## config.mk

```make
export PLATFORM = sky130hd
export DESIGN_NAME = scs_contact_stop
export DESIGN_NICKNAME = d
export VERILOG_FILES = /design/src/rtl/scs_pkg.sv /design/src/rtl/scs_sel_if.sv /design/src/rtl/scs_input_filter.sv /design/src/rtl/scs_speed_select.sv /design/src/rtl/scs_contact_stop.sv
export VERILOG_INCLUDE_DIRS = /design/src /design/src/rtl
export SDC_FILE = /design/constraint.sdc
export NUM_CORES = 1
export LEC_CHECK = 0
export ABC_CLOCK_PERIOD_IN_PS = 2170
export BUFFER_PORTS_ARGS = -buffer_cell sky130_fd_sc_hd__buf_2
export CAP_MARGIN = 30
export CORE_UTILIZATION = 30
export DETAILED_ROUTE_END_ITERATION = 6
export MAX_ROUTING_LAYER = met4
export PLACE_DENSITY = 0.49
export SLEW_MARGIN = 20
export SYNTH_ARGS = -nofsm -noshare
export SYNTH_HDL_FRONTEND = slang
export SYNTH_SLANG_ARGS = --single-unit
```

## constraint.sdc

```tcl
create_clock -name clock -period 2.17 [get_ports clock]
set_input_delay 0.217 -clock clock [delete_from_list [all_inputs] [get_ports clock]]
set_output_delay 0.217 -clock clock [all_outputs]
set_load 0.1 [all_outputs]
```

## src/rtl/scs_regs.svh

```systemverilog
// Register offsets, field positions, reset values and limits of the contact-stop selector.
`ifndef SCS_REGS_SVH
`define SCS_REGS_SVH

// Register byte offsets.
`define SCS_ADDR_CONTACT_SEL   8'h00
`define SCS_ADDR_OPMODE        8'h04
`define SCS_ADDR_REMOTE        8'h08
`define SCS_ADDR_PROCLOOP      8'h0c
`define SCS_ADDR_AUTORAMP      8'h10
`define SCS_ADDR_HIGH          8'h14
`define SCS_ADDR_MIDDLE        8'h18
`define SCS_ADDR_LOW           8'h1c
`define SCS_ADDR_INCH          8'h20
`define SCS_ADDR_SPEED4        8'h24
`define SCS_ADDR_SPEED5        8'h28
`define SCS_ADDR_SPEED6        8'h2c
`define SCS_ADDR_SPEED7        8'h30
`define SCS_ADDR_STALL1        8'h34
`define SCS_ADDR_STALL2        8'h38
`define SCS_ADDR_EXCITE        8'h3c
`define SCS_ADDR_CCARRIER      8'h40
`define SCS_ADDR_NCARRIER      8'h44
`define SCS_ADDR_WRITESEL      8'h48
`define SCS_ADDR_STATUS        8'h4c
`define SCS_ADDR_FREQ          8'h50

// Status register field positions.
`define SCS_STAT_ACTIVE        0
`define SCS_STAT_ALLOWED       1
`define SCS_STAT_INPUTS_LSB    2
`define SCS_STAT_SOURCE_LSB    8

// Sentinel and limits; frequency in 0.01 Hz, percent in 0.1 %.
`define SCS_NOT_SET            16'd9999
`define SCS_FREQ_MAX           16'd40000
`define SCS_CONTACT_FREQ_MAX   16'd3000
`define SCS_CARRIER_FREQ_MAX   16'd300
`define SCS_STALL_MAX          16'd2000
`define SCS_EXCITE_MAX         16'd3000
`define SCS_CARRIER_MAX        16'd9
`define SCS_REMOTE_MAX         2'd3

// Reset values.
`define SCS_RST_LOW            16'd1000
`define SCS_RST_HIGH           16'd6000
`define SCS_RST_MIDDLE         16'd3000
`define SCS_RST_INCH           16'd500
`define SCS_RST_SPEEDX         16'd0
`define SCS_RST_STALL1         16'd1500
`define SCS_RST_NCARRIER       16'd1

`endif

```

## src/rtl/scs_pkg.sv

```systemverilog
// Types shared by the contact-stop selector modules.
package scs_pkg;

   // Operation mode select values.
   typedef enum logic [2:0] {
      SCS_MODE_EXTERNAL = 3'b000,
      SCS_MODE_PANEL    = 3'b001,
      SCS_MODE_COMBINED = 3'b010,
      SCS_MODE_NETWORK  = 3'b011
   } scs_opmode_t;

   // Where the commanded frequency comes from.
   typedef enum logic [3:0] {
      SCS_SRC_ANALOG  = 4'b0000,
      SCS_SRC_HIGH    = 4'b0001,
      SCS_SRC_MIDDLE  = 4'b0010,
      SCS_SRC_LOW     = 4'b0011,
      SCS_SRC_SPEED4  = 4'b0100,
      SCS_SRC_SPEED5  = 4'b0101,
      SCS_SRC_SPEED6  = 4'b0110,
      SCS_SRC_SPEED7  = 4'b0111,
      SCS_SRC_INCH    = 4'b1000,
      SCS_SRC_CONTACT = 4'b1001
   } scs_source_t;

endpackage

```

## src/rtl/scs_sel_if.sv

```systemverilog
// Interface carrying the filtered contact inputs between selector modules.
`timescale 1ns/1ps
`default_nettype none
interface scs_sel_if;
   logic highSel;
   logic middleSel;
   logic lowSel;
   logic secondSel;
   logic jogSel;

   // Filter side drives, selector side reads.
   modport src (output highSel, middleSel, lowSel, secondSel, jogSel);
   modport dst (input highSel, middleSel, lowSel, secondSel, jogSel);
endinterface
`default_nettype wire

```

## src/rtl/scs_input_filter.sv

```systemverilog
// Three-flop synchroniser and agreement filter for the five contact inputs.
`timescale 1ns/1ps
`default_nettype none
module scs_input_filter (
   // Clock and reset.
   input wire logic clock,
   input wire logic rst,
   // Raw contact inputs: high, middle, low, second, jog.
   input wire logic [4:0] rawIn,
   // Filtered inputs.
   scs_sel_if.src sel
);
   logic [4:0] stage1_r;
   logic [4:0] stage2_r;
   logic [4:0] stage3_r;
   logic [4:0] clean_r;

   // Each bit only changes once the second and third stages agree.
   genvar i;
   generate
      for (i = 0; i < 5; i = i + 1) begin : g_bit
         always_ff @(posedge clock) begin
            if (rst) begin
               stage1_r[i] <= 1'b0;
               stage2_r[i] <= 1'b0;
               stage3_r[i] <= 1'b0;
               clean_r[i] <= 1'b0;
            end else begin
               stage1_r[i] <= rawIn[i];
               stage2_r[i] <= stage1_r[i];
               stage3_r[i] <= stage2_r[i];
               if (stage2_r[i] == stage3_r[i]) begin
                  clean_r[i] <= stage3_r[i];
               end
            end
         end
      end
   endgenerate

   // Fan out to the named fields.
   assign sel.highSel = clean_r[0];
   assign sel.middleSel = clean_r[1];
   assign sel.lowSel = clean_r[2];
   assign sel.secondSel = clean_r[3];
   assign sel.jogSel = clean_r[4];
endmodule
`default_nettype wire

```

## src/rtl/scs_speed_select.sv

```systemverilog
// Combinational frequency-source decode from the filtered select inputs.
`timescale 1ns/1ps
`default_nettype none
`include "scs_regs.svh"
module scs_speed_select (
   // Filtered inputs.
   scs_sel_if.dst sel,
   // Contact-stop condition from the top.
   input wire logic contactOn,
   // Chosen source.
   output var scs_pkg::scs_source_t source
);
   logic [2:0] multi;

   assign multi = {sel.highSel, sel.middleSel, sel.lowSel};

   // Jog first, then contact stop, then multi-speed, otherwise analog.
   always_comb begin
      if (sel.jogSel) begin
         source = scs_pkg::SCS_SRC_INCH;
      end else if (contactOn) begin
         source = scs_pkg::SCS_SRC_CONTACT;
      end else begin
         case (multi)
            3'b100: source = scs_pkg::SCS_SRC_HIGH;
            3'b010: source = scs_pkg::SCS_SRC_MIDDLE;
            3'b001: source = scs_pkg::SCS_SRC_LOW;
            3'b110: source = scs_pkg::SCS_SRC_SPEED6;
            3'b101: source = scs_pkg::SCS_SRC_SPEED5;
            3'b011: source = scs_pkg::SCS_SRC_SPEED4;
            3'b111: source = scs_pkg::SCS_SRC_SPEED7;
            default: source = scs_pkg::SCS_SRC_ANALOG;
         endcase
      end
   end
endmodule
`default_nettype wire

```

## src/rtl/scs_contact_stop.sv

```systemverilog
// Stop-on-contact mode decision, parameter registers and speed-source selection.
`timescale 1ns/1ps
`default_nettype none
`include "scs_regs.svh"
// Notes on behaviour
// - Contact-stop select 0 is normal operation, 1 enables stop-on-contact.
// - Enabled, low plus second select on enters contact stop in any order.
// - Contact stop runs the low-speed preset, ignoring the earlier command.
// - A low-speed preset above 30 Hz is clamped to 30 Hz in contact stop.
// - Low-speed preset accepts 0 to 400 Hz and resets to 10 Hz.
// - Contact stop uses second stall limit unless 9999; otherwise primary limit.
// - Excitation factor applies only in contact stop; 9999 means no compensation.
// - Contact carrier used in contact stop at 3 Hz or less, unless 9999.
// - Remote speed setting values 1 to 3 disable stop-on-contact.
// - Panel, jog, combined, process loop, remote or auto ramp disable it.
// - Enabled with jog on selects the jog frequency whatever else is on.
// - Pairs select speeds 6, 5, 4; all three select speed 7.
// - A single high, middle or low select picks its preset, second allowed.
// - Only second select or nothing on takes the analog speed input.
// - Excitation factor stays writable while running with write select 0.
module scs_contact_stop (
   // Clock and reset.
   input wire logic clock,
   input wire logic rst,
   // Register port.
   input wire logic [7:0] regAddr,
   input wire logic [31:0] regWdata,
   input wire logic regWrite,
   input wire logic regRead,
   output logic [31:0] regRdata,
   // Contact inputs from the terminals.
   input wire logic highSpeedSelectIn,
   input wire logic middleSpeedSelectIn,
   input wire logic lowSpeedSelectIn,
   input wire logic secondFunctionSelectIn,
   input wire logic jogSelectIn,
   // Motor-control side.
   input wire logic motorRunning,
   input wire logic [15:0] analogSpeed,
   input wire logic [15:0] outputFreq,
   // Selected settings.
   output logic [15:0] freqCommand,
   output logic [15:0] stallLevel,
   output logic [15:0] excitationFactor,
   output logic excitationApply,
   output logic [15:0] carrierSelect,
   output logic contactActive
);
   scs_sel_if sel ();

   logic contactStopSelect_r;
   logic [2:0] operationModeSelect_r;
   logic [1:0] remoteSpeedSelect_r;
   logic processLoopSelect_r;
   logic [3:0] autoRampSelect_r;
   logic [15:0] highSpeedPreset_r;
   logic [15:0] middleSpeedPreset_r;
   logic [15:0] lowSpeedPreset_r;
   logic [15:0] inchRunFrequency_r;
   logic [15:0] speed4Preset_r;
   logic [15:0] speed5Preset_r;
   logic [15:0] speed6Preset_r;
   logic [15:0] speed7Preset_r;
   logic [15:0] primaryStallLimit_r;
   logic [15:0] secondStallLimit_r;
   logic [15:0] contactExcitationFactor_r;
   logic [15:0] contactCarrierSelect_r;
   logic [15:0] normalCarrierSelect_r;
   logic [1:0] parameterWriteSelect_r;
   logic contactActive_r;
   logic [15:0] freqCommand_r;
   logic [15:0] stallLevel_r;
   logic excitationApply_r;
   logic [15:0] carrierSelect_r;
   logic [31:0] regRdata_r;
   logic [3:0] source_r;
   scs_pkg::scs_source_t source;

   // Raw contact levels in filter order {jog, second, low, middle, high}.
   wire [4:0] rawSel = {jogSelectIn, secondFunctionSelectIn, lowSpeedSelectIn,
                        middleSpeedSelectIn, highSpeedSelectIn};

   // Filtered contact inputs; the filter costs four clocks but rejects one-clock contact bounce.
   scs_input_filter u_filter (
      .clock(clock),
      .rst(rst),
      .rawIn(rawSel),
      .sel(sel)
   );

   // Modes under which stop-on-contact is refused.
   wire modeBlocks = (operationModeSelect_r == scs_pkg::SCS_MODE_PANEL) ||
                     (operationModeSelect_r == scs_pkg::SCS_MODE_COMBINED);
   wire remoteBlocks = (remoteSpeedSelect_r != 2'd0);
   wire contactAllowed = contactStopSelect_r && !modeBlocks && !remoteBlocks &&
                         !processLoopSelect_r && (autoRampSelect_r == 4'h0) && !sel.jogSel;
   wire contactNxt = contactAllowed && sel.lowSel && sel.secondSel;

   // Frequency-source decode.
   scs_speed_select u_select (
      .sel(sel),
      .contactOn(contactNxt),
      .source(source)
   );

   // Contact-stop frequency, clamped to the ceiling.
   wire [15:0] contactFreq = (lowSpeedPreset_r > `SCS_CONTACT_FREQ_MAX) ? `SCS_CONTACT_FREQ_MAX :
                             lowSpeedPreset_r;

   // Source to frequency value.
   logic [15:0] freqNxt;
   always_comb begin
      case (source)
         scs_pkg::SCS_SRC_HIGH: freqNxt = highSpeedPreset_r;
         scs_pkg::SCS_SRC_MIDDLE: freqNxt = middleSpeedPreset_r;
         scs_pkg::SCS_SRC_LOW: freqNxt = lowSpeedPreset_r;
         scs_pkg::SCS_SRC_SPEED4: freqNxt = speed4Preset_r;
         scs_pkg::SCS_SRC_SPEED5: freqNxt = speed5Preset_r;
         scs_pkg::SCS_SRC_SPEED6: freqNxt = speed6Preset_r;
         scs_pkg::SCS_SRC_SPEED7: freqNxt = speed7Preset_r;
         scs_pkg::SCS_SRC_INCH: freqNxt = inchRunFrequency_r;
         scs_pkg::SCS_SRC_CONTACT: freqNxt = contactFreq;
         default: freqNxt = analogSpeed;
      endcase
   end

   // Stall level, excitation and carrier choice.
   wire [15:0] stallNxt = (contactNxt && secondStallLimit_r != `SCS_NOT_SET) ? secondStallLimit_r :
                          primaryStallLimit_r;
   wire useContactCarrier = contactNxt && (outputFreq <= `SCS_CARRIER_FREQ_MAX) &&
                            (contactCarrierSelect_r != `SCS_NOT_SET);
   // The carrier follows the measured output frequency, so it may switch within one contact stop.
   wire [15:0] carrierNxt = useContactCarrier ? contactCarrierSelect_r : normalCarrierSelect_r;

   // Write gating: select 0 allows writes only when stopped (the excitation factor also while running), 1 blocks, 2 always allows.
   wire writeBlocked = (parameterWriteSelect_r == 2'd1) || (parameterWriteSelect_r == 2'd0 && motorRunning);
   wire wrOk = regWrite && !writeBlocked;
   wire [15:0] wdat = regWdata[15:0];
   wire freqOk = (wdat <= `SCS_FREQ_MAX);
   wire stall2Ok = (wdat <= `SCS_STALL_MAX) || (wdat == `SCS_NOT_SET);
   wire exciteOk = (wdat <= `SCS_EXCITE_MAX) || (wdat == `SCS_NOT_SET);
   wire carrierOk = (wdat <= `SCS_CARRIER_MAX);
   wire ccarrierOk = carrierOk || (wdat == `SCS_NOT_SET);
   wire exciteWr = regWrite && (regAddr == `SCS_ADDR_EXCITE) && exciteOk &&
                   (parameterWriteSelect_r != 2'd1);

   // Judge the factor that the register holds after this edge, so that a write of 9999
   // during contact stop never leaves the apply flag high beside a no-compensation value.
   wire [15:0] exciteFactorNxt = exciteWr ? wdat : contactExcitationFactor_r;
   wire exciteNxt = contactNxt && (exciteFactorNxt != `SCS_NOT_SET);

   // Mode and configuration registers.
   always_ff @(posedge clock) begin
      if (rst) begin
         contactStopSelect_r <= 1'b0;
         operationModeSelect_r <= scs_pkg::SCS_MODE_EXTERNAL;
         remoteSpeedSelect_r <= 2'd0;
         processLoopSelect_r <= 1'b0;
         autoRampSelect_r <= 4'h0;
         parameterWriteSelect_r <= 2'd0;
      end else begin
         if (wrOk) begin
            case (regAddr)
               `SCS_ADDR_CONTACT_SEL: contactStopSelect_r <= regWdata[0];
               `SCS_ADDR_OPMODE: operationModeSelect_r <= regWdata[2:0];
               `SCS_ADDR_REMOTE: remoteSpeedSelect_r <= regWdata[1:0];
               `SCS_ADDR_PROCLOOP: processLoopSelect_r <= regWdata[0];
               `SCS_ADDR_AUTORAMP: autoRampSelect_r <= regWdata[3:0];
               default: ;
            endcase
         end
         // The write-select register must stay writable, or a setting of 1 would lock the block for good.
         if (regWrite && regAddr == `SCS_ADDR_WRITESEL) begin
            parameterWriteSelect_r <= regWdata[1:0];
         end
      end
   end

   // Frequency presets; out-of-range writes are ignored.
   // A refused write leaves the old value in place rather than clamping it.
   always_ff @(posedge clock) begin
      if (rst) begin
         highSpeedPreset_r <= `SCS_RST_HIGH;
         middleSpeedPreset_r <= `SCS_RST_MIDDLE;
         lowSpeedPreset_r <= `SCS_RST_LOW;
         inchRunFrequency_r <= `SCS_RST_INCH;
         speed4Preset_r <= `SCS_RST_SPEEDX;
         speed5Preset_r <= `SCS_RST_SPEEDX;
         speed6Preset_r <= `SCS_RST_SPEEDX;
         speed7Preset_r <= `SCS_RST_SPEEDX;
      end else if (wrOk && freqOk) begin
         case (regAddr)
            `SCS_ADDR_HIGH: highSpeedPreset_r <= wdat;
            `SCS_ADDR_MIDDLE: middleSpeedPreset_r <= wdat;
            `SCS_ADDR_LOW: lowSpeedPreset_r <= wdat;
            `SCS_ADDR_INCH: inchRunFrequency_r <= wdat;
            `SCS_ADDR_SPEED4: speed4Preset_r <= wdat;
            `SCS_ADDR_SPEED5: speed5Preset_r <= wdat;
            `SCS_ADDR_SPEED6: speed6Preset_r <= wdat;
            `SCS_ADDR_SPEED7: speed7Preset_r <= wdat;
            default: ;
         endcase
      end
   end

   // Stall, excitation and carrier settings.
   always_ff @(posedge clock) begin
      if (rst) begin
         primaryStallLimit_r <= `SCS_RST_STALL1;
         secondStallLimit_r <= `SCS_NOT_SET;
         contactExcitationFactor_r <= `SCS_NOT_SET;
         contactCarrierSelect_r <= `SCS_NOT_SET;
         normalCarrierSelect_r <= `SCS_RST_NCARRIER;
      end else begin
         if (wrOk && regAddr == `SCS_ADDR_STALL1 && wdat <= `SCS_STALL_MAX) begin
            primaryStallLimit_r <= wdat;
         end
         if (wrOk && regAddr == `SCS_ADDR_STALL2 && stall2Ok) begin
            secondStallLimit_r <= wdat;
         end
         if (exciteWr) begin
            contactExcitationFactor_r <= wdat;
         end
         if (wrOk && regAddr == `SCS_ADDR_CCARRIER && ccarrierOk) begin
            contactCarrierSelect_r <= wdat;
         end
         if (wrOk && regAddr == `SCS_ADDR_NCARRIER && carrierOk) begin
            normalCarrierSelect_r <= wdat;
         end
      end
   end

   // Registered selection outputs; contact stop follows the inputs each clock.
   always_ff @(posedge clock) begin
      if (rst) begin
         contactActive_r <= 1'b0;
         freqCommand_r <= 16'h0000;
         stallLevel_r <= `SCS_RST_STALL1;
         excitationApply_r <= 1'b0;
         carrierSelect_r <= `SCS_RST_NCARRIER;
         source_r <= 4'h0;
      end else begin
         contactActive_r <= contactNxt;
         freqCommand_r <= freqNxt;
         stallLevel_r <= stallNxt;
         excitationApply_r <= exciteNxt;
         carrierSelect_r <= carrierNxt;
         source_r <= source;
      end
   end

   // Read multiplexer; unmapped addresses read zero.
   // Status word: bit 0 contact stop active, bit 1 contact stop allowed,
   // bits 6:2 filtered {jog, second, low, middle, high}, bits 11:8 source code.
   logic [31:0] rdNxt;
   wire [4:0] selBits = {sel.jogSel, sel.secondSel, sel.lowSel, sel.middleSel, sel.highSel};
   always_comb begin
      case (regAddr)
         `SCS_ADDR_CONTACT_SEL: rdNxt = {31'h0, contactStopSelect_r};
         `SCS_ADDR_OPMODE: rdNxt = {29'h0, operationModeSelect_r};
         `SCS_ADDR_REMOTE: rdNxt = {30'h0, remoteSpeedSelect_r};
         `SCS_ADDR_PROCLOOP: rdNxt = {31'h0, processLoopSelect_r};
         `SCS_ADDR_AUTORAMP: rdNxt = {28'h0, autoRampSelect_r};
         `SCS_ADDR_HIGH: rdNxt = {16'h0, highSpeedPreset_r};
         `SCS_ADDR_MIDDLE: rdNxt = {16'h0, middleSpeedPreset_r};
         `SCS_ADDR_LOW: rdNxt = {16'h0, lowSpeedPreset_r};
         `SCS_ADDR_INCH: rdNxt = {16'h0, inchRunFrequency_r};
         `SCS_ADDR_SPEED4: rdNxt = {16'h0, speed4Preset_r};
         `SCS_ADDR_SPEED5: rdNxt = {16'h0, speed5Preset_r};
         `SCS_ADDR_SPEED6: rdNxt = {16'h0, speed6Preset_r};
         `SCS_ADDR_SPEED7: rdNxt = {16'h0, speed7Preset_r};
         `SCS_ADDR_STALL1: rdNxt = {16'h0, primaryStallLimit_r};
         `SCS_ADDR_STALL2: rdNxt = {16'h0, secondStallLimit_r};
         `SCS_ADDR_EXCITE: rdNxt = {16'h0, contactExcitationFactor_r};
         `SCS_ADDR_CCARRIER: rdNxt = {16'h0, contactCarrierSelect_r};
         `SCS_ADDR_NCARRIER: rdNxt = {16'h0, normalCarrierSelect_r};
         `SCS_ADDR_WRITESEL: rdNxt = {30'h0, parameterWriteSelect_r};
         `SCS_ADDR_STATUS: rdNxt = {20'h0, source_r, 1'b0, selBits, contactAllowed, contactActive_r};
         `SCS_ADDR_FREQ: rdNxt = {16'h0, freqCommand_r};
         default: rdNxt = 32'h0000_0000;
      endcase
   end

   // Read data stands only in the cycle after the read strobe.
   always_ff @(posedge clock) begin
      if (rst) begin
         regRdata_r <= 32'h0000_0000;
      end else begin
         regRdata_r <= regRead ? rdNxt : 32'h0000_0000;
      end
   end

   // Outputs straight from flops.
   assign regRdata = regRdata_r;
   assign freqCommand = freqCommand_r;
   assign stallLevel = stallLevel_r;
   assign excitationFactor = contactExcitationFactor_r;
   assign excitationApply = excitationApply_r;
   assign carrierSelect = carrierSelect_r;
   assign contactActive = contactActive_r;
endmodule
`default_nettype wire

```

* Yosys cells after proc, flatten, opt, wreduce, memory -nomap -nowiden
Cells that the tools add are included.
Storage, ports and cells: bits in registers 327, input port bits 82, logic and storage cells 165
Cells by class: order comparisons 6, eq/ne operators 49, multiplexer cells 9, bitwise logic cells 1, reductions and logical operators 54
Operators with widths (number):
- $pmux 16 s21 | 1
- $pmux 16 s9 | 1
- $eq 8x6->1 const B | 8
- $mux 16 | 4
- $ne 16x14->1 const B | 3
- $eq 8x7->1 const B | 5
- $eq 8x5->1 const B | 4
- $logic_and 1x1->1 | 26
- $reduce_and 2->1 | 13
- $pmux 3 s7 | 1
- $eq 16x14->1 const B | 1
- $eq 4x3->1 const B | 4
- $eq 8x4->1 const B | 2
- $gt 16x12->1 const B | 1
- $le 16x11->1 const B | 1
- $le 16x12->1 const B | 1
- $le 16x16->1 const B | 1
- $le 16x4->1 const B | 1
- $le 16x9->1 const B | 1
- $eq 3x3->1 const B | 4
- $eq 3x2->1 const B | 3
- $eq 4x2->1 const B | 2
- $eq 4x4->1 const B | 2
- $eq 8x3->1 const B | 1
- other kinds (14) | 28

* Longest topological paths before layout
depth in word-level cells 14, mapped depth 10, gate-level depth less buffers 6

* Hierarchy
Synthesis repeated with hierarchy kept, for this count alone.
Unflattened totals: cells, all modules 1725, area total of the unflattened synthesis 15432.3 um^2
By module, submodules not included:
- scs_contact_stop | times used 1, cells an instance 1663, area each 14721.6 um^2, sequential area each 5825.6 um^2
- scs_input_filter | times used 1, cells an instance 52, area each 651.9 um^2, sequential area each 400.4 um^2
- scs_speed_select | times used 1, cells an instance 10, area each 58.8 um^2, sequential area each 0.0 um^2

* Worst setup path after synthesis
OpenSTA, ideal clock, no wires.
path kind reg2reg, from register u_filter.clean_r[4], in the netlist u_filter.sel.jogSel, to register carrierSelect_r[15], in the netlist carrierSelect[15], library setup time 0.128 ns, arrival time 2.236 ns, data required time 2.042 ns, setup slack -0.194 ns, cell stages (with the launch flop) 10, buffers on the path 3, period minus slack after synthesis 2.364 ns, cell sequence dfxtp_1 -> buf_2 -> nor4_4 -> nand2_1 -> or4_1 -> buf_2 -> a211oi_4 -> buf_6 -> mux2i_1 -> nor2_1
Between the ends: word-level cells in the longest chain between the ends 7
Ends and longest elaborated chain:
- start: declaration | line scs_input_filter.sv:16 | logic [4:0] clean_r;
- start signal: indexed assignment | line scs_input_filter.sv:33 | clean_r[i] <= stage3_r[i];
- $logic_not 1->1 | line scs_contact_stop.sv:96 | !processLoopSelect_r && (autoRampSelect_r == 4'h0) && !sel.jogSel;
- $logic_and 1x1->1 | line scs_contact_stop.sv:96
- $logic_and 1x1->1 (2 in series) | line scs_contact_stop.sv:97 | wire contactNxt = contactAllowed && sel.lowSel && sel.secondSel;
- $logic_and 1x1->1 (2 in series) | line scs_contact_stop.sv:130 | wire useContactCarrier = contactNxt && (outputFreq <= `SCS_CARRIER_FREQ_MAX) &&
- $mux 16 | line scs_contact_stop.sv:133 | wire [15:0] carrierNxt = useContactCarrier ? contactCarrierSelect_r : normalCarrierSelect_r;
- end signal: assignment | line scs_contact_stop.sv:240 | carrierSelect_r <= `SCS_RST_NCARRIER;
- end signal: assignment | line scs_contact_stop.sv:247 | carrierSelect_r <= carrierNxt;
- end: declaration | line scs_contact_stop.sv:74 | logic [15:0] carrierSelect_r;
Every way passes these cells. A chain may end at the register's enable or synchronous reset.

* Final worst setup path
from register u_filter.clean_r[4], in the netlist u_filter.sel.jogSel, to register carrierSelect_r[6], in the netlist carrierSelect[6]
Same word-level chain as after synthesis.

==> qor.yml <==
status:
  status: "finished with violations"
  violations: "hold timing, setup timing"
global_routing:
  antenna_found_initial: 0
  grt_pass1_wl_um: 95600
  grt_start_max_net_pins: 75
  grt_pass1_vias: 13100
  grt.total_usage: 0.288
  grt.overflow.total: 0
drt:
  dr.pass1.iters: 6
  totalWireLength_um: 68000
  drcViolationCount: 0
  wire_per_inst_um: 26.4
  drt_iter0_markers: 1806
  ant_nets: 0
  viasPerCell: 5.55
  vias: 14300
clock_network:
  ctsLongestPathBuffers: 3
  htree_levels: 2
  cts_tree: "built"
  clock_sink_count: 311
  path_clk_slew_ps: 60
  numCtsBuffers: 37
  insertion_delay_ps: 570
  cts-root-buf: "clkbuf_16"
run:
  maxCapViolCount: 0
sta:
  finClkSkew_ps: 16.2
  rsz0062_at_grt: "true"
  hold_viol: 1
  setup_tns_ps: -1590
  setup_viol: 26
  slew_violations: 0
  max_freq_ghz: 0.437
  max-slew-margin-rel: 0.482
  fin_crit_sh: 1.05
  whs_ps: -8.99
  fin_crit_ps: 2290
  timing.final.ws_setup_ps: -118
  worst_pin_slew_ps: 777
floorplanning:
  initial_utilization: 0.304
  core_area_mm2: 0.0465
  die-height_um: 219
  die_x_um: 219
  io_pins: 180
  rows: 79
  die_area_mm2: 0.0479
synth:
  yosys_warnings: 0
  yosysTopAreaCellShare: 0.442
  synthArstFlopShare: 0
  synth_xor_xnor_area_share: 0.000621
  synthFlopType: "dfxtp_1"
  synth_top_family_by_area: "simple AND/OR/NAND/NOR gates"
  netlist_top_cells_area: "dfxtp_1, mux2i_1, nor2_1"
  ys_seq_elements: 311
  synthMuxAreaShare: 0.110
  synth_seq_area_share: 0.442
  synth_edf_count: 0
  synth_simple_gate_area_frac: 0.203
  yosysTopAreaCell: "dfxtp_1"
  synthesis.area_mm2: 0.0141
  avgSynthCellArea_um2: 8.68
  synth-compound-area-share: 0.193
  yosys.area_share.adder: 0
  syn-instance-count: 1624
  synthDistinctLibCells: 67
pwr:
  vdd_ir_drop_max_uv: 590
  p_leak_nw: 7.56
  powerDensity_mw_per_mm2: 727
  totalPowerFinal_mw: 13.8
setup_path:
  worstSetupPathType: "flop to flop"
  cp_max_fo: 8
  critPathCaptureType: "flop"
  critPathLaunchType: "flop"
  crit_required_ps: 2610
  worstPathArrival_ps: 2730
finish:
  syn_to_final_growth_pct: 34.3
  final_nets: 2019
  final_cells: 2573
  antenna_cells: 0
  drive_above_1_share: 0.275
place:
  dpl.hpwl_um: 52300
  dp.cells: 2473
  post-place-ws_ps: -428
  gp_congestion: 0.985
  portBuffers: 147
min_path:
  hp-class: "input port to flop"
cells by family after synthesis:
group,count (synthesis)
flip-flops,311
multiplexers,151
buffers and inverters,166
AND/OR/NAND/NOR,595
AO/OA/AOI/OAI,399
other,1
XOR/XNOR,1
area by class of cell:
| class | instances | area, um2 |
|---|---|---|
| Fill cell | 4692 | 27500 |
| Multi-Input combinational cell | 1162 | 7450 |
| Sequential cell | 311 | 6230 |
| Timing Repair Buffer | 414 | 3090 |
| Clock buffer | 51 | 1100 |
| Tap cell | 607 | 759 |
| Clock inverter | 17 | 262 |
| Inverter | 11 | 41.3 |
Yosys cell counts, types with 10 or more instances:
master	number
a22o_1	30
nor2b_1	50
a211o_1	13
a31oi_1	11
o22ai_1	11
a221oi_1	12
and2_1	39
buf_4	17
inv_1	11
a22oi_1	67
o21ai_0	38
mux2i_1	125
a211oi_1	20
buf_1	15
mux2_2	25
and3_1	10
dfxtp_1	311
buf_2	16
nand2_1	139
a21oi_1	134
clkbuf_1	105
nand3_1	35
a222oi_1	11
nor3_1	68
nor2_1	197
where the power goes:
| part | internal [mW] | switching (mW) |
|---|---|---|
| Clock | 4.30 | 2.65 |
| Combinational | 0.288 | 0.768 |
| Sequential | 5.74 | 0.0343 |
critical path, stage by stage (launching register included):
cell and delay [ps]:
dfxtp_2 340, nor4_4 310, nand2_2 110, or4_4 500, buf_8 170, a211oi_4 200, buf_6 150, buf_16 140
mux2i_2 200, nor2_1 50
path summary, 6_finish.rpt:
kind                              from                   end  slack (ps)  depth (start not counted)
setup / recovery   u_filter.sel.jogSel      carrierSelect[6]        -120                          9
hold / removal          analogSpeed[0]        freqCommand[0]          -9                          3
setup reg to reg   u_filter.sel.jogSel      carrierSelect[6]        -120                          9
hold reg to reg   u_filter.stage1_r[3]  u_filter.stage2_r[3]         440                          1
routing by layer:
metal  vias up  track usage  routed length [um]
li1       6442            -                   -
met1      6970        0.396               30200
met2       760        0.429               30100
met3       118       0.0377                5380
met4         0        0.106                2220
met5         -            -                   0
cells in the final DEF, fill, tap and decap left out, types with 5 or more instances in the layout:
| cell type | instances |
|---|---|
| nor2_1 | 196 |
| a22o_1 | 30 |
| dlygate4sd3_1 | 18 |
| a31oi_1 | 10 |
| clkbuf_8 | 8 |
| a211oi_2 | 8 |
| bufinv_16 | 6 |
| inv_1 | 11 |
| a2111oi_0 | 6 |
| o22ai_1 | 11 |
| a211o_1 | 13 |
| a22oi_1 | 66 |
| nor2b_1 | 49 |
| mux2_2 | 25 |
| nand2_1 | 137 |
| a221oi_1 | 12 |
| buf_2 | 146 |
| nor3_1 | 65 |
| o21ai_2 | 5 |
| mux2i_1 | 122 |
| a21oi_1 | 133 |
| o311ai_0 | 5 |
| clkbuf_16 | 40 |
| a32oi_1 | 8 |
| nand3_1 | 35 |
| dfxtp_1 | 307 |
| buf_12 | 19 |
| a222oi_1 | 11 |
| nand4_1 | 5 |
| conb_1 | 16 |
| and3_1 | 10 |
| o32ai_1 | 5 |
| nor4_1 | 6 |
| o21ai_0 | 33 |
| and2_1 | 39 |
| a211oi_1 | 12 |
| buf_4 | 223 |
through the flow:
stage	hold slack, ps	util	instance area, um2
after detailed placement	429	0.367	17100
after global routing	3.25	0.408	18900
final	-8.99	0.408	18900
after floorplan	335	-	14200
after global placement	417	0.367	17100
after CTS	-35.8	0.403	18700
timing repair:
action / 4_1_cts / 5_1_grt
hold endpoints to repair: 23 / 1
setup endpoints to repair: 39 / 48
gates resized for setup: 22 / 30
cloned: 1 / 1
pin swaps: 8 / 12
setup buffers: 4 / 10
hold buffers: 17 / 1
No activity file was read; power rests on OpenSTA's default activity.
